File: src/wfmpd_defs.svh
// register offsets, field positions, reset values and counts for wake detect
`ifndef WFMPD_DEFS_SVH
`define WFMPD_DEFS_SVH

// register byte addresses
`define WFMPD_ADR_CTRL 4'h0
`define WFMPD_ADR_PORT 4'h4

// wake_control_status field positions
`define WFMPD_BIT_MAGIC_EN 1
`define WFMPD_BIT_WAKE_EN 2
`define WFMPD_BIT_MAGIC_FLAG 4
`define WFMPD_BIT_WAKE_FLAG 5
`define WFMPD_BIT_MNOT 8
`define WFMPD_BIT_MPME 9
`define WFMPD_BIT_WNOT 10
`define WFMPD_BIT_WPME 11
`define WFMPD_BIT_PCLR 16
`define WFMPD_PTR_LSB 16

// wake_filter_port word indices
`define WFMPD_WORD_CMD 3'h4
`define WFMPD_WORD_OFS 3'h5
`define WFMPD_WORD_CRC01 3'h6
`define WFMPD_WORD_CRC23 3'h7

// filter command field positions
`define WFMPD_CMD_EN 0
`define WFMPD_CMD_MCAST 3

// filter geometry and crc
`define WFMPD_NFILT 4
`define WFMPD_MASK_LEN 11'h01f
`define WFMPD_CRC_POLY 16'h8005
`define WFMPD_CRC_INIT 16'hffff

// magic packet figures
`define WFMPD_SYNC_LEN 3'h6
`define WFMPD_LAST_IDX 3'h5
`define WFMPD_LAST_COPY 4'hf
`define WFMPD_SYNC_BYTE 8'hff

// reset value of the register words
`define WFMPD_RST_WORD 32'h0000_0000

`endif

File: src/wfmpd_pkg.sv
// types shared by the wake detect modules
package wfmpd_pkg;

  // magic packet scanner states
  typedef enum logic [0:0]
  {
    WFMPD_SYNC,
    WFMPD_ADDR
  } wfmpd_magic_state_t;

  typedef logic [7:0] wfmpd_byte_t;

endpackage

File: src/wfmpd_rx_if.sv
// receive byte stream shared by the top and its detectors
`timescale 1ns/10ps
`default_nettype none

interface wfmpd_rx_if;
  logic valid;
  logic sof;
  logic eof;
  wfmpd_pkg::wfmpd_byte_t data;
  logic [10:0] pos;
  logic mcast;

  // top drives the stream
  modport src (output valid, output sof, output eof, output data,
               output pos, output mcast);
  // detectors watch it
  modport sink (input valid, input sof, input eof, input data,
                input pos, input mcast);
endinterface

`default_nettype wire

File: src/wfmpd_filter.sv
// one wake-up pattern filter: masked crc-16 over a frame window
`timescale 1ns/10ps
`default_nettype none
`include "wfmpd_defs.svh"

module wfmpd_filter
(
  // clock and reset
  input wire logic clk_i,
  input wire logic rst_i,
  // byte stream
  wfmpd_rx_if.sink rx,
  // configuration
  input wire logic en_i,
  input wire logic [31:0] mask_i,
  input wire logic [3:0] cmd_i,
  input wire logic [7:0] offset_i,
  input wire logic [15:0] crc_exp_i,
  // match at the last byte
  output logic hit_o
);

  logic [15:0] crc_q;
  logic [15:0] next_crc;
  logic [15:0] base_crc;
  wire [10:0] ofs_w = {3'h0, offset_i};
  wire [10:0] rel_w = rx.pos - ofs_w;
  wire in_win_w = (rx.pos >= ofs_w) && (rel_w < `WFMPD_MASK_LEN);
  wire take_w;
  wire addr_ok_w;

  // serial crc over one byte, low bit first as on the wire
  function automatic logic [15:0] crc_byte(input logic [15:0] c,
                                           input logic [7:0] d);
    logic [15:0] r;
    logic fb;
    r = c;
    for (int i = 0; i < 8; i++)
    begin
      fb = r[15] ^ d[i];
      r = {r[14:0], 1'b0};
      if (fb)
        r = r ^ `WFMPD_CRC_POLY;
    end
    return r;
  endfunction

  // window starts at offset
  // mask bit j picks byte
  assign take_w = in_win_w && mask_i[rel_w[4:0]];
  assign base_crc = rx.sof ? `WFMPD_CRC_INIT : crc_q;
  assign next_crc = take_w ? crc_byte(base_crc, rx.data) : base_crc;

  // address type selects frames
  assign addr_ok_w = (cmd_i[`WFMPD_CMD_MCAST] == rx.mcast);

  // disabled filter never matches
  // compare with expected crc
  assign hit_o = rx.valid && rx.eof && en_i && cmd_i[`WFMPD_CMD_EN] &&
                 addr_ok_w && (next_crc == crc_exp_i);

  // running crc, restarted by each frame start
  always_ff @(posedge clk_i)
  begin
    if (rst_i)
      crc_q <= `WFMPD_CRC_INIT;
    else if (rx.valid)
      crc_q <= next_crc;
  end

endmodule

`default_nettype wire

File: src/wfmpd_magic.sv
// magic packet scanner: sync run then sixteen station address copies
`timescale 1ns/10ps
`default_nettype none
`include "wfmpd_defs.svh"

module wfmpd_magic
(
  // clock and reset
  input wire logic clk_i,
  input wire logic rst_i,
  // byte stream
  wfmpd_rx_if.sink rx,
  // configuration
  input wire logic en_i,
  input wire logic [47:0] addr_i,
  // detection pulse
  output logic hit_o
);

  wfmpd_pkg::wfmpd_magic_state_t state_q;
  wfmpd_pkg::wfmpd_magic_state_t base_state;
  wfmpd_pkg::wfmpd_magic_state_t next_state;
  logic [2:0] ff_q;
  logic [2:0] idx_q;
  logic [3:0] cp_q;
  logic [2:0] base_ff;
  logic [2:0] base_idx;
  logic [3:0] base_cp;
  logic [2:0] next_ff;
  logic [2:0] next_idx;
  logic [3:0] next_cp;
  logic found;
  wire [7:0] exp_w = addr_i[{base_idx, 3'b000} +: 8];
  wire is_ff_w = (rx.data == `WFMPD_SYNC_BYTE);

  // a new frame always restarts the search
  assign base_state = rx.sof ? wfmpd_pkg::WFMPD_SYNC : state_q;
  assign base_ff = rx.sof ? 3'h0 : ff_q;
  assign base_idx = rx.sof ? 3'h0 : idx_q;
  assign base_cp = rx.sof ? 4'h0 : cp_q;

  // scanner next state
  always_comb
  begin
    next_state = base_state;
    next_ff = base_ff;
    next_idx = base_idx;
    next_cp = base_cp;
    found = 1'b0;
    case (base_state)
      wfmpd_pkg::WFMPD_SYNC:
      begin
        // copies may start anywhere, but only straight after the sync run
        if (is_ff_w)
          next_ff = (base_ff == `WFMPD_SYNC_LEN) ? base_ff : base_ff + 3'h1;
        else if (base_ff == `WFMPD_SYNC_LEN && rx.data == addr_i[7:0])
        begin
          next_state = wfmpd_pkg::WFMPD_ADDR;
          next_idx = 3'h1;
          next_cp = 4'h0;
          next_ff = 3'h0;
        end
        else
          next_ff = 3'h0;
      end
      wfmpd_pkg::WFMPD_ADDR:
      begin
        // sixteen unbroken copies
        if (rx.data == exp_w)
        begin
          if (base_idx == `WFMPD_LAST_IDX)
          begin
            next_idx = 3'h0;
            next_cp = base_cp + 4'h1;
            if (base_cp == `WFMPD_LAST_COPY)
            begin
              found = 1'b1;
              next_state = wfmpd_pkg::WFMPD_SYNC;
              next_cp = 4'h0;
            end
          end
          else
            next_idx = base_idx + 3'h1;
        end
        else
        begin
          // broken run, hunt sync again
          next_state = wfmpd_pkg::WFMPD_SYNC;
          next_ff = is_ff_w ? 3'h1 : 3'h0;
          next_idx = 3'h0;
          next_cp = 4'h0;
        end
      end
      default:
      begin
        next_state = wfmpd_pkg::WFMPD_SYNC;
        next_ff = 3'h0;
      end
    endcase
  end

  // multicast frames qualify too
  assign hit_o = rx.valid && en_i && found;

  // scanner registers advance on each byte
  always_ff @(posedge clk_i)
  begin
    if (rst_i)
    begin
      state_q <= wfmpd_pkg::WFMPD_SYNC;
      ff_q <= 3'h0;
      idx_q <= 3'h0;
      cp_q <= 4'h0;
    end
    else if (rx.valid)
    begin
      state_q <= next_state;
      ff_q <= next_ff;
      idx_q <= next_idx;
      cp_q <= next_cp;
    end
  end

endmodule

`default_nettype wire

File: src/wfmpd_top.sv
// wake-up frame and magic packet detection with its wishbone registers
//
// The register addresses and the Wishbone interface to the registers were chosen for this implementation.
`timescale 1ns/10ps
`default_nettype none
`include "wfmpd_defs.svh"

// Notes on behaviour
// mask bit j checks byte offset+j
// address type picks multicast or unicast
// command bit zero enables filter
// eight-bit offset, position zero first byte
// software keeps offset at least twelve
// equal crc-16 means wake frame
// magic enable stops normal reception
// magic hit routes to irq or event
// magic hit sets magic flag
// clearing magic enable restores reception
// sixteen consecutive address copies after sync
// broken run restarts sync search
// copies anywhere, sync right before
// multicast frames also accepted as magic
// full power needs magic enable bit
// low power enables both detectors
// wake enable stops normal reception
// wake hit sets flag, routes notify
// four filters loaded by eight writes
// broadcast wake ignores broadcast disable
// flags stay until software clears
module wfmpd_top
(
  // clock and reset
  input wire logic clk_i,
  input wire logic rst_i,
  // wishbone slave
  input wire logic wb_cyc_i,
  input wire logic wb_stb_i,
  input wire logic wb_we_i,
  input wire logic [3:0] wb_adr_i,
  input wire logic [3:0] wb_sel_i,
  input wire logic [31:0] wb_dat_i,
  output logic [31:0] wb_dat_o,
  output logic wb_ack_o,
  // receive byte stream from the mac
  input wire logic rx_valid_i,
  input wire logic rx_sof_i,
  input wire logic rx_eof_i,
  input wire logic [7:0] rx_data_i,
  // station state
  input wire logic [47:0] station_addr_i,
  input wire logic first_low_power_state_i,
  input wire logic broadcast_disable_i,
  // results
  output logic rx_deliver_o,
  output logic host_irq_o,
  output logic power_event_out_o
);

  wfmpd_rx_if rx_bus ();

  // register words and state
  logic [31:0] word_q [8];
  logic [2:0] ptr_q;
  logic magic_detect_enable;
  logic wake_frame_detect_enable;
  logic magic_detect_flag;
  logic wake_frame_detect_flag;
  logic magic_notify;
  logic magic_to_event;
  logic wake_notify;
  logic wake_to_event;
  logic ack_q;
  logic [10:0] pos_q;
  logic mcast_q;
  logic broadcast_disable_q;
  logic [`WFMPD_NFILT-1:0] filt_hit;
  logic magic_hit;
  logic [31:0] ctrl_rd;
  logic [31:0] next_word;

  // bus decode; write lands on the edge where ack is high
  wire req_w = wb_cyc_i && wb_stb_i;
  wire take_w = req_w && !ack_q;
  wire done_w = req_w && ack_q;
  wire hit_ctrl_w = (wb_adr_i == `WFMPD_ADR_CTRL);
  wire hit_port_w = (wb_adr_i == `WFMPD_ADR_PORT);
  wire wr_ctrl_w = done_w && wb_we_i && hit_ctrl_w;
  wire wr_port_w = done_w && wb_we_i && hit_port_w;
  wire rd_port_w = done_w && !wb_we_i && hit_port_w;
  wire wr_lo_w = wr_ctrl_w && wb_sel_i[0];
  wire wr_hi_w = wr_ctrl_w && wb_sel_i[1];
  wire ptr_clr_w = wr_ctrl_w && wb_sel_i[2] && wb_dat_i[`WFMPD_BIT_PCLR];
  wire clr_magic_w = wr_lo_w && wb_dat_i[`WFMPD_BIT_MAGIC_FLAG];
  wire clr_wake_w = wr_lo_w && wb_dat_i[`WFMPD_BIT_WAKE_FLAG];

  // full power only with enable bit
  // low power forces both detectors on
  wire magic_on_w = magic_detect_enable || first_low_power_state_i;
  wire wake_on_w = wake_frame_detect_enable || first_low_power_state_i;

  // magic mode blocks normal delivery
  // wake mode blocks normal delivery
  // dropping enables restores it
  wire detect_mode_w = magic_on_w || wake_on_w;
  wire broadcast_disable_drop_w = broadcast_disable_i && broadcast_disable_q;

  // byte-lane merge into the selected filter word
  always_comb
  begin
    next_word = word_q[ptr_q];
    for (int b = 0; b < 4; b++)
    begin
      if (wb_sel_i[b])
        next_word[8*b +: 8] = wb_dat_i[8*b +: 8];
    end
    // mask bit 31 kept at zero
    if (ptr_q < `WFMPD_WORD_CMD)
      next_word[31] = 1'b0;
  end

  // status and control read view
  assign ctrl_rd = {13'h0, ptr_q, 4'h0, wake_to_event, wake_notify,
                    magic_to_event, magic_notify, 2'h0,
                    wake_frame_detect_flag, magic_detect_flag, 1'b0,
                    wake_frame_detect_enable, magic_detect_enable, 1'b0};

  // wishbone answer one cycle after the request is seen
  always_ff @(posedge clk_i)
  begin
    if (rst_i)
    begin
      ack_q <= 1'b0;
      wb_dat_o <= `WFMPD_RST_WORD;
    end
    else
    begin
      ack_q <= take_w;
      if (take_w)
        wb_dat_o <= hit_ctrl_w ? ctrl_rd :
                    hit_port_w ? word_q[ptr_q] : `WFMPD_RST_WORD;
    end
  end

  assign wb_ack_o = ack_q;

  // port pointer walks the eight words
  always_ff @(posedge clk_i)
  begin
    if (rst_i || ptr_clr_w)
      ptr_q <= 3'h0;
    else if (wr_port_w || rd_port_w)
      ptr_q <= ptr_q + 3'h1;
  end

  // filter word storage
  always_ff @(posedge clk_i)
  begin
    if (rst_i)
    begin
      for (int w = 0; w < 8; w++)
        word_q[w] <= `WFMPD_RST_WORD;
    end
    else if (wr_port_w)
      word_q[ptr_q] <= next_word;
  end

  // control bits
  always_ff @(posedge clk_i)
  begin
    if (rst_i)
    begin
      magic_detect_enable <= 1'b0;
      wake_frame_detect_enable <= 1'b0;
      magic_notify <= 1'b0;
      magic_to_event <= 1'b0;
      wake_notify <= 1'b0;
      wake_to_event <= 1'b0;
    end
    else
    begin
      if (wr_lo_w)
      begin
        magic_detect_enable <= wb_dat_i[`WFMPD_BIT_MAGIC_EN];
        wake_frame_detect_enable <= wb_dat_i[`WFMPD_BIT_WAKE_EN];
      end
      if (wr_hi_w)
      begin
        magic_notify <= wb_dat_i[`WFMPD_BIT_MNOT];
        magic_to_event <= wb_dat_i[`WFMPD_BIT_MPME];
        wake_notify <= wb_dat_i[`WFMPD_BIT_WNOT];
        wake_to_event <= wb_dat_i[`WFMPD_BIT_WPME];
      end
    end
  end

  // sticky flags; a hit in the clearing cycle wins
  always_ff @(posedge clk_i)
  begin
    if (rst_i)
    begin
      magic_detect_flag <= 1'b0;
      wake_frame_detect_flag <= 1'b0;
    end
    else
    begin
      // magic hit sets flag
      // held until written one
      if (magic_hit)
        magic_detect_flag <= 1'b1;
      else if (clr_magic_w)
        magic_detect_flag <= 1'b0;
      // wake hit sets flag
      if (|filt_hit)
        wake_frame_detect_flag <= 1'b1;
      else if (clr_wake_w)
        wake_frame_detect_flag <= 1'b0;
    end
  end

  // frame position and destination class
  always_ff @(posedge clk_i)
  begin
    if (rst_i)
    begin
      pos_q <= 11'h0;
      mcast_q <= 1'b0;
      broadcast_disable_q <= 1'b0;
    end
    else if (rx_valid_i)
    begin
      pos_q <= (rx_bus.pos == 11'h7ff) ? rx_bus.pos : rx_bus.pos + 11'h1;
      if (rx_sof_i)
      begin
        mcast_q <= rx_data_i[0];
        broadcast_disable_q <= (rx_data_i == `WFMPD_SYNC_BYTE);
      end
      else if (pos_q < 11'h6)
        broadcast_disable_q <= broadcast_disable_q && (rx_data_i == `WFMPD_SYNC_BYTE);
    end
  end

  // first destination byte is position zero
  assign rx_bus.valid = rx_valid_i;
  assign rx_bus.sof = rx_sof_i;
  assign rx_bus.eof = rx_eof_i;
  assign rx_bus.data = rx_data_i;
  assign rx_bus.pos = rx_sof_i ? 11'h0 : pos_q;
  assign rx_bus.mcast = mcast_q;

  // four independent pattern filters
  for (genvar f = 0; f < `WFMPD_NFILT; f++)
  begin : g_filt
    // broadcast disable plays no part here
    wfmpd_filter u_filt
    (
      .clk_i (clk_i),
      .rst_i (rst_i),
      .rx (rx_bus.sink),
      .en_i (wake_on_w),
      .mask_i (word_q[f]),
      .cmd_i (word_q[`WFMPD_WORD_CMD][8*f +: 4]),
      .offset_i (word_q[`WFMPD_WORD_OFS][8*f +: 8]),
      .crc_exp_i (word_q[`WFMPD_WORD_CRC01 + f / 2][16 * (f % 2) +: 16]),
      .hit_o (filt_hit[f])
    );
  end

  // magic packet scanner
  wfmpd_magic u_magic
  (
    .clk_i (clk_i),
    .rst_i (rst_i),
    .rx (rx_bus.sink),
    .en_i (magic_on_w),
    .addr_i (station_addr_i),
    .hit_o (magic_hit)
  );

  // notify lines follow the flags; route bit picks the line
  always_ff @(posedge clk_i)
  begin
    if (rst_i)
    begin
      host_irq_o <= 1'b0;
      power_event_out_o <= 1'b0;
      rx_deliver_o <= 1'b0;
    end
    else
    begin
      // magic routed to irq or event
      // wake routed to irq or event
      host_irq_o <= (magic_detect_flag && magic_notify && !magic_to_event) ||
                    (wake_frame_detect_flag && wake_notify && !wake_to_event);
      power_event_out_o <= (magic_detect_flag && magic_notify &&
                            magic_to_event) ||
                           (wake_frame_detect_flag && wake_notify &&
                            wake_to_event);
      rx_deliver_o <= !detect_mode_w && !broadcast_disable_drop_w;
    end
  end

endmodule

`default_nettype wire

File: config.mk
export PLATFORM = sky130hd
export DESIGN_NAME = wfmpd_top
export DESIGN_NICKNAME = d
export VERILOG_FILES = /design/src/wfmpd_pkg.sv /design/src/wfmpd_rx_if.sv /design/src/wfmpd_filter.sv /design/src/wfmpd_magic.sv /design/src/wfmpd_top.sv
export VERILOG_INCLUDE_DIRS = /design/src
export SDC_FILE = /design/constraint.sdc
export NUM_CORES = 1
export LEC_CHECK = 0
export ABC_AREA = 1
export BUFFER_PORTS_ARGS = -buffer_cell sky130_fd_sc_hd__buf_4
export CAP_MARGIN = 20
export CORE_MARGIN = 2
export CORE_UTILIZATION = 40
export CTS_CLUSTER_DIAMETER = 200
export DETAILED_ROUTE_END_ITERATION = 7
export SLEW_MARGIN = 20
export SYNTH_ARGS = -nofsm -noshare
export SYNTH_HDL_FRONTEND = slang
export SYNTH_SLANG_ARGS = --single-unit
File: constraint.sdc
create_clock -name clk_i -period 5.9 [get_ports clk_i]
set_clock_uncertainty 0.15 [all_clocks]
set_input_delay 0.295 -clock clk_i [delete_from_list [all_inputs] [get_ports clk_i]]
set_output_delay 0.295 -clock clk_i [all_outputs]
set_load 0.005 [all_outputs]
==> Yosys cells after proc, flatten, opt, wreduce, memory -nomap -nowiden <==
Memories as Yosys holds them, arrays and structs flattened. A register that Yosys moved wholly into a read port is not among the register bits.
Index checks and enable logic that the tools add are counted.
{ "word_totals": {"reg_bits": 135, "latch_bits": 0, "mem_bits_rw": 256, "romBits": 0, "in_bits": 106, "out_inout_bits": 36, "elab_cells": 303, "mem_count": 1} }
{ "classes": {"add_sub_neg": 9, "mul": 0, "div": 0, "magnitude_cmp": 14, "n_eq_ne": 16, "shift": 1, "mux": 103, "bitwise": 65, "reduce_logical": 69} }
{ "memory_table": {"columns": ["name", "words", "word_bits", "read_ports", "rd_ports_with_merged_regs", "write_ports", "line", "text"], "rows": [
  ["word_q", 8, 32, 9, 1, 8, "wfmpd_top.sv:62", "logic [31:0] word_q [8];"]
]} }
{ "ops": {"columns": ["op", "count"], "rows": [
  ["$mux W16", 40],
  ["$mux W32", 3],
  ["$not A3 Y3", 32],
  ["$eq A16 B16 Y1", 4],
  ["$logic_and A1 B1 Y1", 48],
  ["$shiftx A48 B7 Y8", 1],
  ["$ge A11 B8 Y1", 4],
  ["$lt A11 B5 Y1 const B", 4],
  ["$sub A11 B8 Y11", 4],
  ["$mux W3", 12],
  ["$mux W8", 4],
  ["$reduce_or A32 Y1", 1],
  ["$xor A1 B1 Y1", 32],
  ["$mux W1", 28],
  ["$lt A5 B6 Y1 const B", 4],
  ["$mux W4", 6],
  ["$mux W11", 2],
  ["$bmux W1 S5", 4],
  ["$eq A8 B8 Y1", 2],
  ["$pmux W3 S2", 2],
  ["$add A11 B1 Y11 const B", 1],
  ["$eq A11 B11 Y1 const B", 1],
  ["$lt A11 B3 Y1 const B", 1],
  ["$add A3 B1 Y3 const B", 3],
  ["other kinds (16)", 34]
]} }

==> Logic depth before layout (Yosys ltp) <==
{ "depth": {"ltp_word": 22, "mapped_depth": 34} }

==> By module <==
Synthesis repeated with hierarchy kept, for this count alone.
{ "unflattened": {"cells_unflattened": 3829, "hier_area_um2": 26939.6} }
{ "by_module_without_submodules": {"columns": ["module", "instances", "cells_each", "area_each_um2", "seq_area_each_um2"], "rows": [
  ["wfmpd_top", 1, 1563, 14898.0, 8948.6],
  ["wfmpd_filter (g_filt[0].u_filt ...)", 3, 486, 2591.2, 320.3],
  ["wfmpd_filter (g_filt[3].u_filt)", 1, 495, 2555.0, 320.3],
  ["wfmpd_magic", 1, 313, 1712.9, 220.2]
]} }

==> Worst setup path after synthesis <==
No wires, ideal clock.
{ "synth_path": {"path_kind": "in2reg", "from": "in rx_sof_i", "to": "reg wake_frame_detect_flag", "setup_ps": 128, "arrival_time_ps": 4163, "required_time_ps": 5622, "slack_ps": 1459, "stages": 33, "n_path_buf": 7, "path_cell_list": "buf_6 > buf_6 > buf_2 > buf_1 > buf_1 > nor2_1 > inv_1 > ha_1 > fa_1 > inv_1 > clkbuf_1 > a21oi_1 > o21ai_0 > nand2_1 > nand2_1 > nand3_1 > nand3_1 > nand3_1 > nor2_1 > nand3_1 > nor2_2 > buf_4 > nand2_1 > nand2_1 > nand2_1 > nand2_1 > nand2_1 > nand3_1 > nor2_1 > nand3_1 > nand2_1 > nor2_1 > nor2_1"} }
{ "synth_via": {"elab_chain_cells": 22} }
{ "synth_lines": {"columns": ["element", "line", "text"], "rows": [
  ["from (decl)", "wfmpd_top.sv:46", "input wire logic rx_sof_i,"],
  ["$mux W16", "wfmpd_filter.sv:51", "assign base_crc = rx.sof ? `WFMPD_CRC_INIT : crc_q;"],
  ["$xor A1 B1 Y1 or $not A3 Y3 (tied branches)", null, null],
  ["$mux W16", "wfmpd_filter.sv:42", "if (fb)"],
  ["$xor A1 B1 Y1", "wfmpd_filter.sv:40", "fb = r[15] ^ d[i];"],
  ["$mux W16", "wfmpd_filter.sv:42", null],
  ["$xor A1 B1 Y1", "wfmpd_filter.sv:40", null],
  ["$mux W16", "wfmpd_filter.sv:42", null],
  ["$xor A1 B1 Y1", "wfmpd_filter.sv:40", null],
  ["(+6 left out)", null, null],
  ["$mux W16", "wfmpd_filter.sv:42", null],
  ["$xor A1 B1 Y1", "wfmpd_filter.sv:40", null],
  ["$mux W16", "wfmpd_filter.sv:42", null],
  ["$mux W16", "wfmpd_filter.sv:52", "assign next_crc = take_w ? crc_byte(base_crc, rx.data) : base_crc;"],
  ["$eq A16 B16 Y1", "wfmpd_filter.sv:60", "addr_ok_w && (next_crc == crc_exp_i);"],
  ["$logic_and A1 B1 Y1", "wfmpd_filter.sv:59", "assign hit_o = rx.valid && rx.eof && en_i && cmd_i[`WFMPD_CMD_EN] &&"],
  ["$reduce_or A4 Y1 *", "wfmpd_top.sv:213", "if (|filt_hit)"],
  ["$mux W1 or $reduce_bool A2 Y1 (tied branches)", null, null],
  ["to (signal assigned)", "wfmpd_top.sv:202", "wake_frame_detect_flag <= 1'b0;"],
  ["to (signal assigned)", "wfmpd_top.sv:214", "wake_frame_detect_flag <= 1'b1;"],
  ["to (signal assigned)", "wfmpd_top.sv:216", "wake_frame_detect_flag <= 1'b0;"],
  ["to (decl)", "wfmpd_top.sv:67", "logic wake_frame_detect_flag;"]
]} }
Mark *: on every way between the ends. The rest lies on a longest branch, timed or not. The select of a mux whose other input is x is not followed.
A chain may end at the register's enable or synchronous reset.

==> Worst setup path after layout <==
{ "layout_path": {"from": "reg pos_q[0]", "to": "reg wake_frame_detect_flag"} }
{ "layout_via": {"elab_chain_cells": 10} }
{ "layout_lines": {"columns": ["element", "line", "text"], "rows": [
  ["from (decl)", "wfmpd_top.sv:73", "logic [10:0] pos_q;"],
  ["from (signal assigned)", "wfmpd_top.sv:231", "pos_q <= (rx_bus.pos == 11'h7ff) ? rx_bus.pos : rx_bus.pos + 11'h1;"],
  ["$mux W11 *", "wfmpd_top.sv:247", "assign rx_bus.pos = rx_sof_i ? 11'h0 : pos_q;"],
  ["$sub A11 B8 Y11", "wfmpd_filter.sv:27", "wire [10:0] rel_w = rx.pos - ofs_w;"],
  ["$lt A11 B5 Y1 (no line) or $bmux W1 S5 (tied branches)", null, null],
  ["$logic_and A1 B1 Y1 or $mux W1 (tied branches)", "wfmpd_filter.sv:28, wfmpd_filter.sv:50", null],
  ["$logic_and A1 B1 Y1", "wfmpd_filter.sv:50", "assign take_w = in_win_w && mask_i[rel_w[4:0]];"],
  ["$mux W16", "wfmpd_filter.sv:52", null],
  ["$eq A16 B16 Y1", "wfmpd_filter.sv:60", null],
  ["$logic_and A1 B1 Y1", "wfmpd_filter.sv:59", null],
  ["$reduce_or A4 Y1 *", "wfmpd_top.sv:213", null],
  ["$mux W1 or $reduce_bool A2 Y1 (tied branches)", null, null]
]} }
Marks and branches as above.

==> flow_summary_export.csv <==
group,metric,value,unit
logic_synthesis,synth.distinct_cells,58,
critical_path,crit_arrival,5450,ps
power,switching_share,27.7,%
route,drtAntennaViolNets,0,
die,die_h,250,microns
status,status,"complete, but fails checks",
power,cell_internal_pwr,5000,uW
grt,groute.usage.overall,27.8,%
grt,grt_pass1_vias,21100,
power,power_switching,1910,uW
clock_network,cts_max_level,2,
placed_design,placedInstanceArea,26000,sq um
route,firstDrtPassIters,6,
placed_design,io_buffers,141,
grt,grt_pass1_wl,133000,microns
sta,slew_violations,0,
clock_network,clock_sinks,394,
critical_path,cp-start-kind,"flip-flop",
grt,antenna_found_initial,0,
logic_synthesis,async_flop_share,0,%
power,combinationalPowerShare,13.4,%
finish,drive_above_1_share,9.90,%
clock_network,path_clk_slew,60,ps
clock_network,cts_buffers,45,
finish,syn_to_final_growth,14.1,%
power,total_power,6920,uW
power,power_density,250,nW/um^2
clock_network,insertion_delay,610,ps
logic_synthesis,ys.flop_type,"edfxtp_1",
sta,rsz0062_at_grt,"false",
sta,fin_crit,5070,ps
logic_synthesis,netlist_area,24200,sq um
sta,fin_crit_sh,85.9,%
sta,fin_tns_setup,0,ps
clock_network,clockBufferDepth,3,
grt,grt_max_degree,72,
logic_synthesis,yosysWarningCount,0,
sta,slew-limit-headroom,20.8,%
critical_path,reg2reg_depth,23,
logic_synthesis,synth_edf_count,256,
die,start_util,40.3,%
finish,antenna_cells,0,
critical_path,critPathMaxFanout,17,
worst_hold_path,hold_path.class,"in2reg",
sta,hold_violations,3,
flow_run,maxCapViolCount,0,
worst_hold_path,whs_path_depth,3,
die,die_w,250,microns
critical_path,endpoint_kind,"flip-flop",
finish,design_area,27700,sq um
logic_synthesis,ys_seq_area_share,43.1,%
route,drc,0,
placed_design,place.gp.congestion,0.967,
route,drt_iter0_drc,2933,
clock_network,cts_tree,"yes",
power,pwr-share-clk,41.9,%
route,wire_per_inst,21.1,microns
die,io-pin-count,142,
finish,finalNonFillerCells,4207,
sta,fmax,0.197,GHz
finish,nNetsFinal,3531,
grt,overflow,0,
die,rows,90,
power,pwr-share-seq,44.7,%
sta,hold_ws,-4.74,ps
sta,finalSetupViolCount,0,
logic_synthesis,synth-seq-cells,394,
route,viasPerCell,5.47,
route,vias,23000,
placed_design,place_hpwl,65400,microns
die,die-area,62600,sq um
power,irDropWorstVdd,0.199,mV
sta,tightestPinTransition,1150,ps
clock_network,root_buffer,"clkbuf_16",
critical_path,crit_type,"reg2reg",
logic_synthesis,syn_inst,3297,
logic_synthesis,syn_avg_cell_area,7.35,sq um
placed_design,place_inst,4105,
critical_path,crit_required,6280,ps
status,violations,"negative hold slack",
die,coreArea,60100,sq um
clock_network,postCtsSetupBuffers,0,
route,wl,88800,microns
power,p_leak,0.0118,uW
layer usage:
metal	part of all wire (%)	global-route usage, %	up-vias
met1	43	38.6	10600
met5	0	0	-
met3	8.0	3.36	167
li1	-	-	11100
met2	45	44.1	1064
met4	4.3	11.2	0
power by group through the flow:
stage	Clock, uW	Combinational, uW	Sequential [uW]
6_report	2900	928	3090
4_1_cts	2940	913	3090
2_1_floorplan	0	591	3120
3_3_place_gp	0	904	3150
5_1_grt	3040	1020	3100
3_5_place_dp	0	901	3150
cell families after synthesis:
family	after synthesis	synth area share [%]
DFF	394	43.1
buffers and inverters	443	7.22
adders and majority gates	37	2.03
muxes	26	1.07
other	1	0.0155
xor gates and xnor gates	114	4.15
AOI/OAI and AO/OA	618	13.8
and+or+nand+nor	1664	28.6
cell type report:
type	count	area (sq um)
Sequential cell	394	10500
Inverter	276	1040
Clock inverter	22	234
Tap cell	782	978
Fill cell	6247	32500
Timing Repair Buffer	208	1600
Multi-Input combinational cell	2463	12100
Clock buffer	62	1270
final timing paths:
path | startpoint | end | slack, ps
worst min-delay path | wb_dat_i[17] | word_q[2][17]$_SDFFCE_PN0P_ | -5
worst min register to register | wb_dat_o[31]$_SDFFE_PP0P_ | wb_dat_o[31]$_SDFFE_PP0P_ | 310
worst max-delay path | pos_q[0]$_SDFFE_PP0P_ | wake_frame_detect_flag$_SDFFE_PP0P_ | 830
worst max register to register | pos_q[0]$_SDFFE_PP0P_ | wake_frame_detect_flag$_SDFFE_PP0P_ | 830
repair_timing:
action,CTS,global route
gates resized for setup,0,0
endpoints found under the hold margin,12,0
hold buffers,16,0
endpoints found under the setup margin,0,0
state kept, by name (all words and copies together) (netlist names), 3 cells and up, named ones only:
name and count:
ptr_q 3, pos_q 11, word_q 256, u_magic.idx_q 3, u_magic.cp_q 4, wb_dat_o 32
g_filt.u_filt.crc_q 64, u_magic.ff_q 3
stage by stage:
stage	setup WS (ps)	hold WS [ps]	util, %
after global routing	475	19.6	46.0
after global placement	728	303	43.2
final	829	-4.74	46.0
after detailed placement	694	304	43.2
after CTS	864	0.319	45.9
after floorplan	1460	242	-
cell usage after synthesis, types with 17 or more instances:
cell / instances / area, sq um
nand2_1: 798 / 3000
nor2_1: 511 / 1920
inv_1: 257 / 965
edfxtp_1: 256 / 7690
o21ai_0: 248 / 1240
a21oi_1: 245 / 1230
nand3_1: 236 / 1180
dfxtp_1: 138 / 2760
clkbuf_1: 126 / 473
xor2_1: 89 / 780
ha_1: 33 / 413
a31oi_1: 31 / 194
nand3b_1: 29 / 218
mux2i_1: 26 / 260
o22ai_1: 24 / 150
xnor2_1: 24 / 210
nor3_1: 20 / 100
nor2_2: 18 / 113
buf_2: 17 / 85.1
critical path: stages, from the launching register on:
cell and delay, ps:
dfxtp_1 330, inv_1 60, nor2_1 120, inv_1 160, ha_1 260, fa_1 890, clkinv_1 510, nand3_1 220
a21oi_1 90, nor3_1 270, nor2_1 90, nor2_1 230, nand2_1 170, nor2_4 410, nand2_1 150, nand3b_1 120
nand2_1 50, nor2_1 110, nand2_1 60, nor2_1 140, nand3_1 170, nand3_1 120, nor2_1 60, nor2_1 70
placed cells by master (no fill, tap or decap), drive strengths merged, types with 62 or more instances in the layout:
| cell type | count |
|---|---|
| inv | 269 |
| dfxtp | 138 |
| xor2 | 90 |
| a21oi | 246 |
| nand3 | 237 |
| nor2 | 542 |
| o21ai | 263 |
| buf | 192 |
| edfxtp | 256 |
| nand2 | 809 |
| clkbuf | 62 |
(Power assumes the default switching activity.)
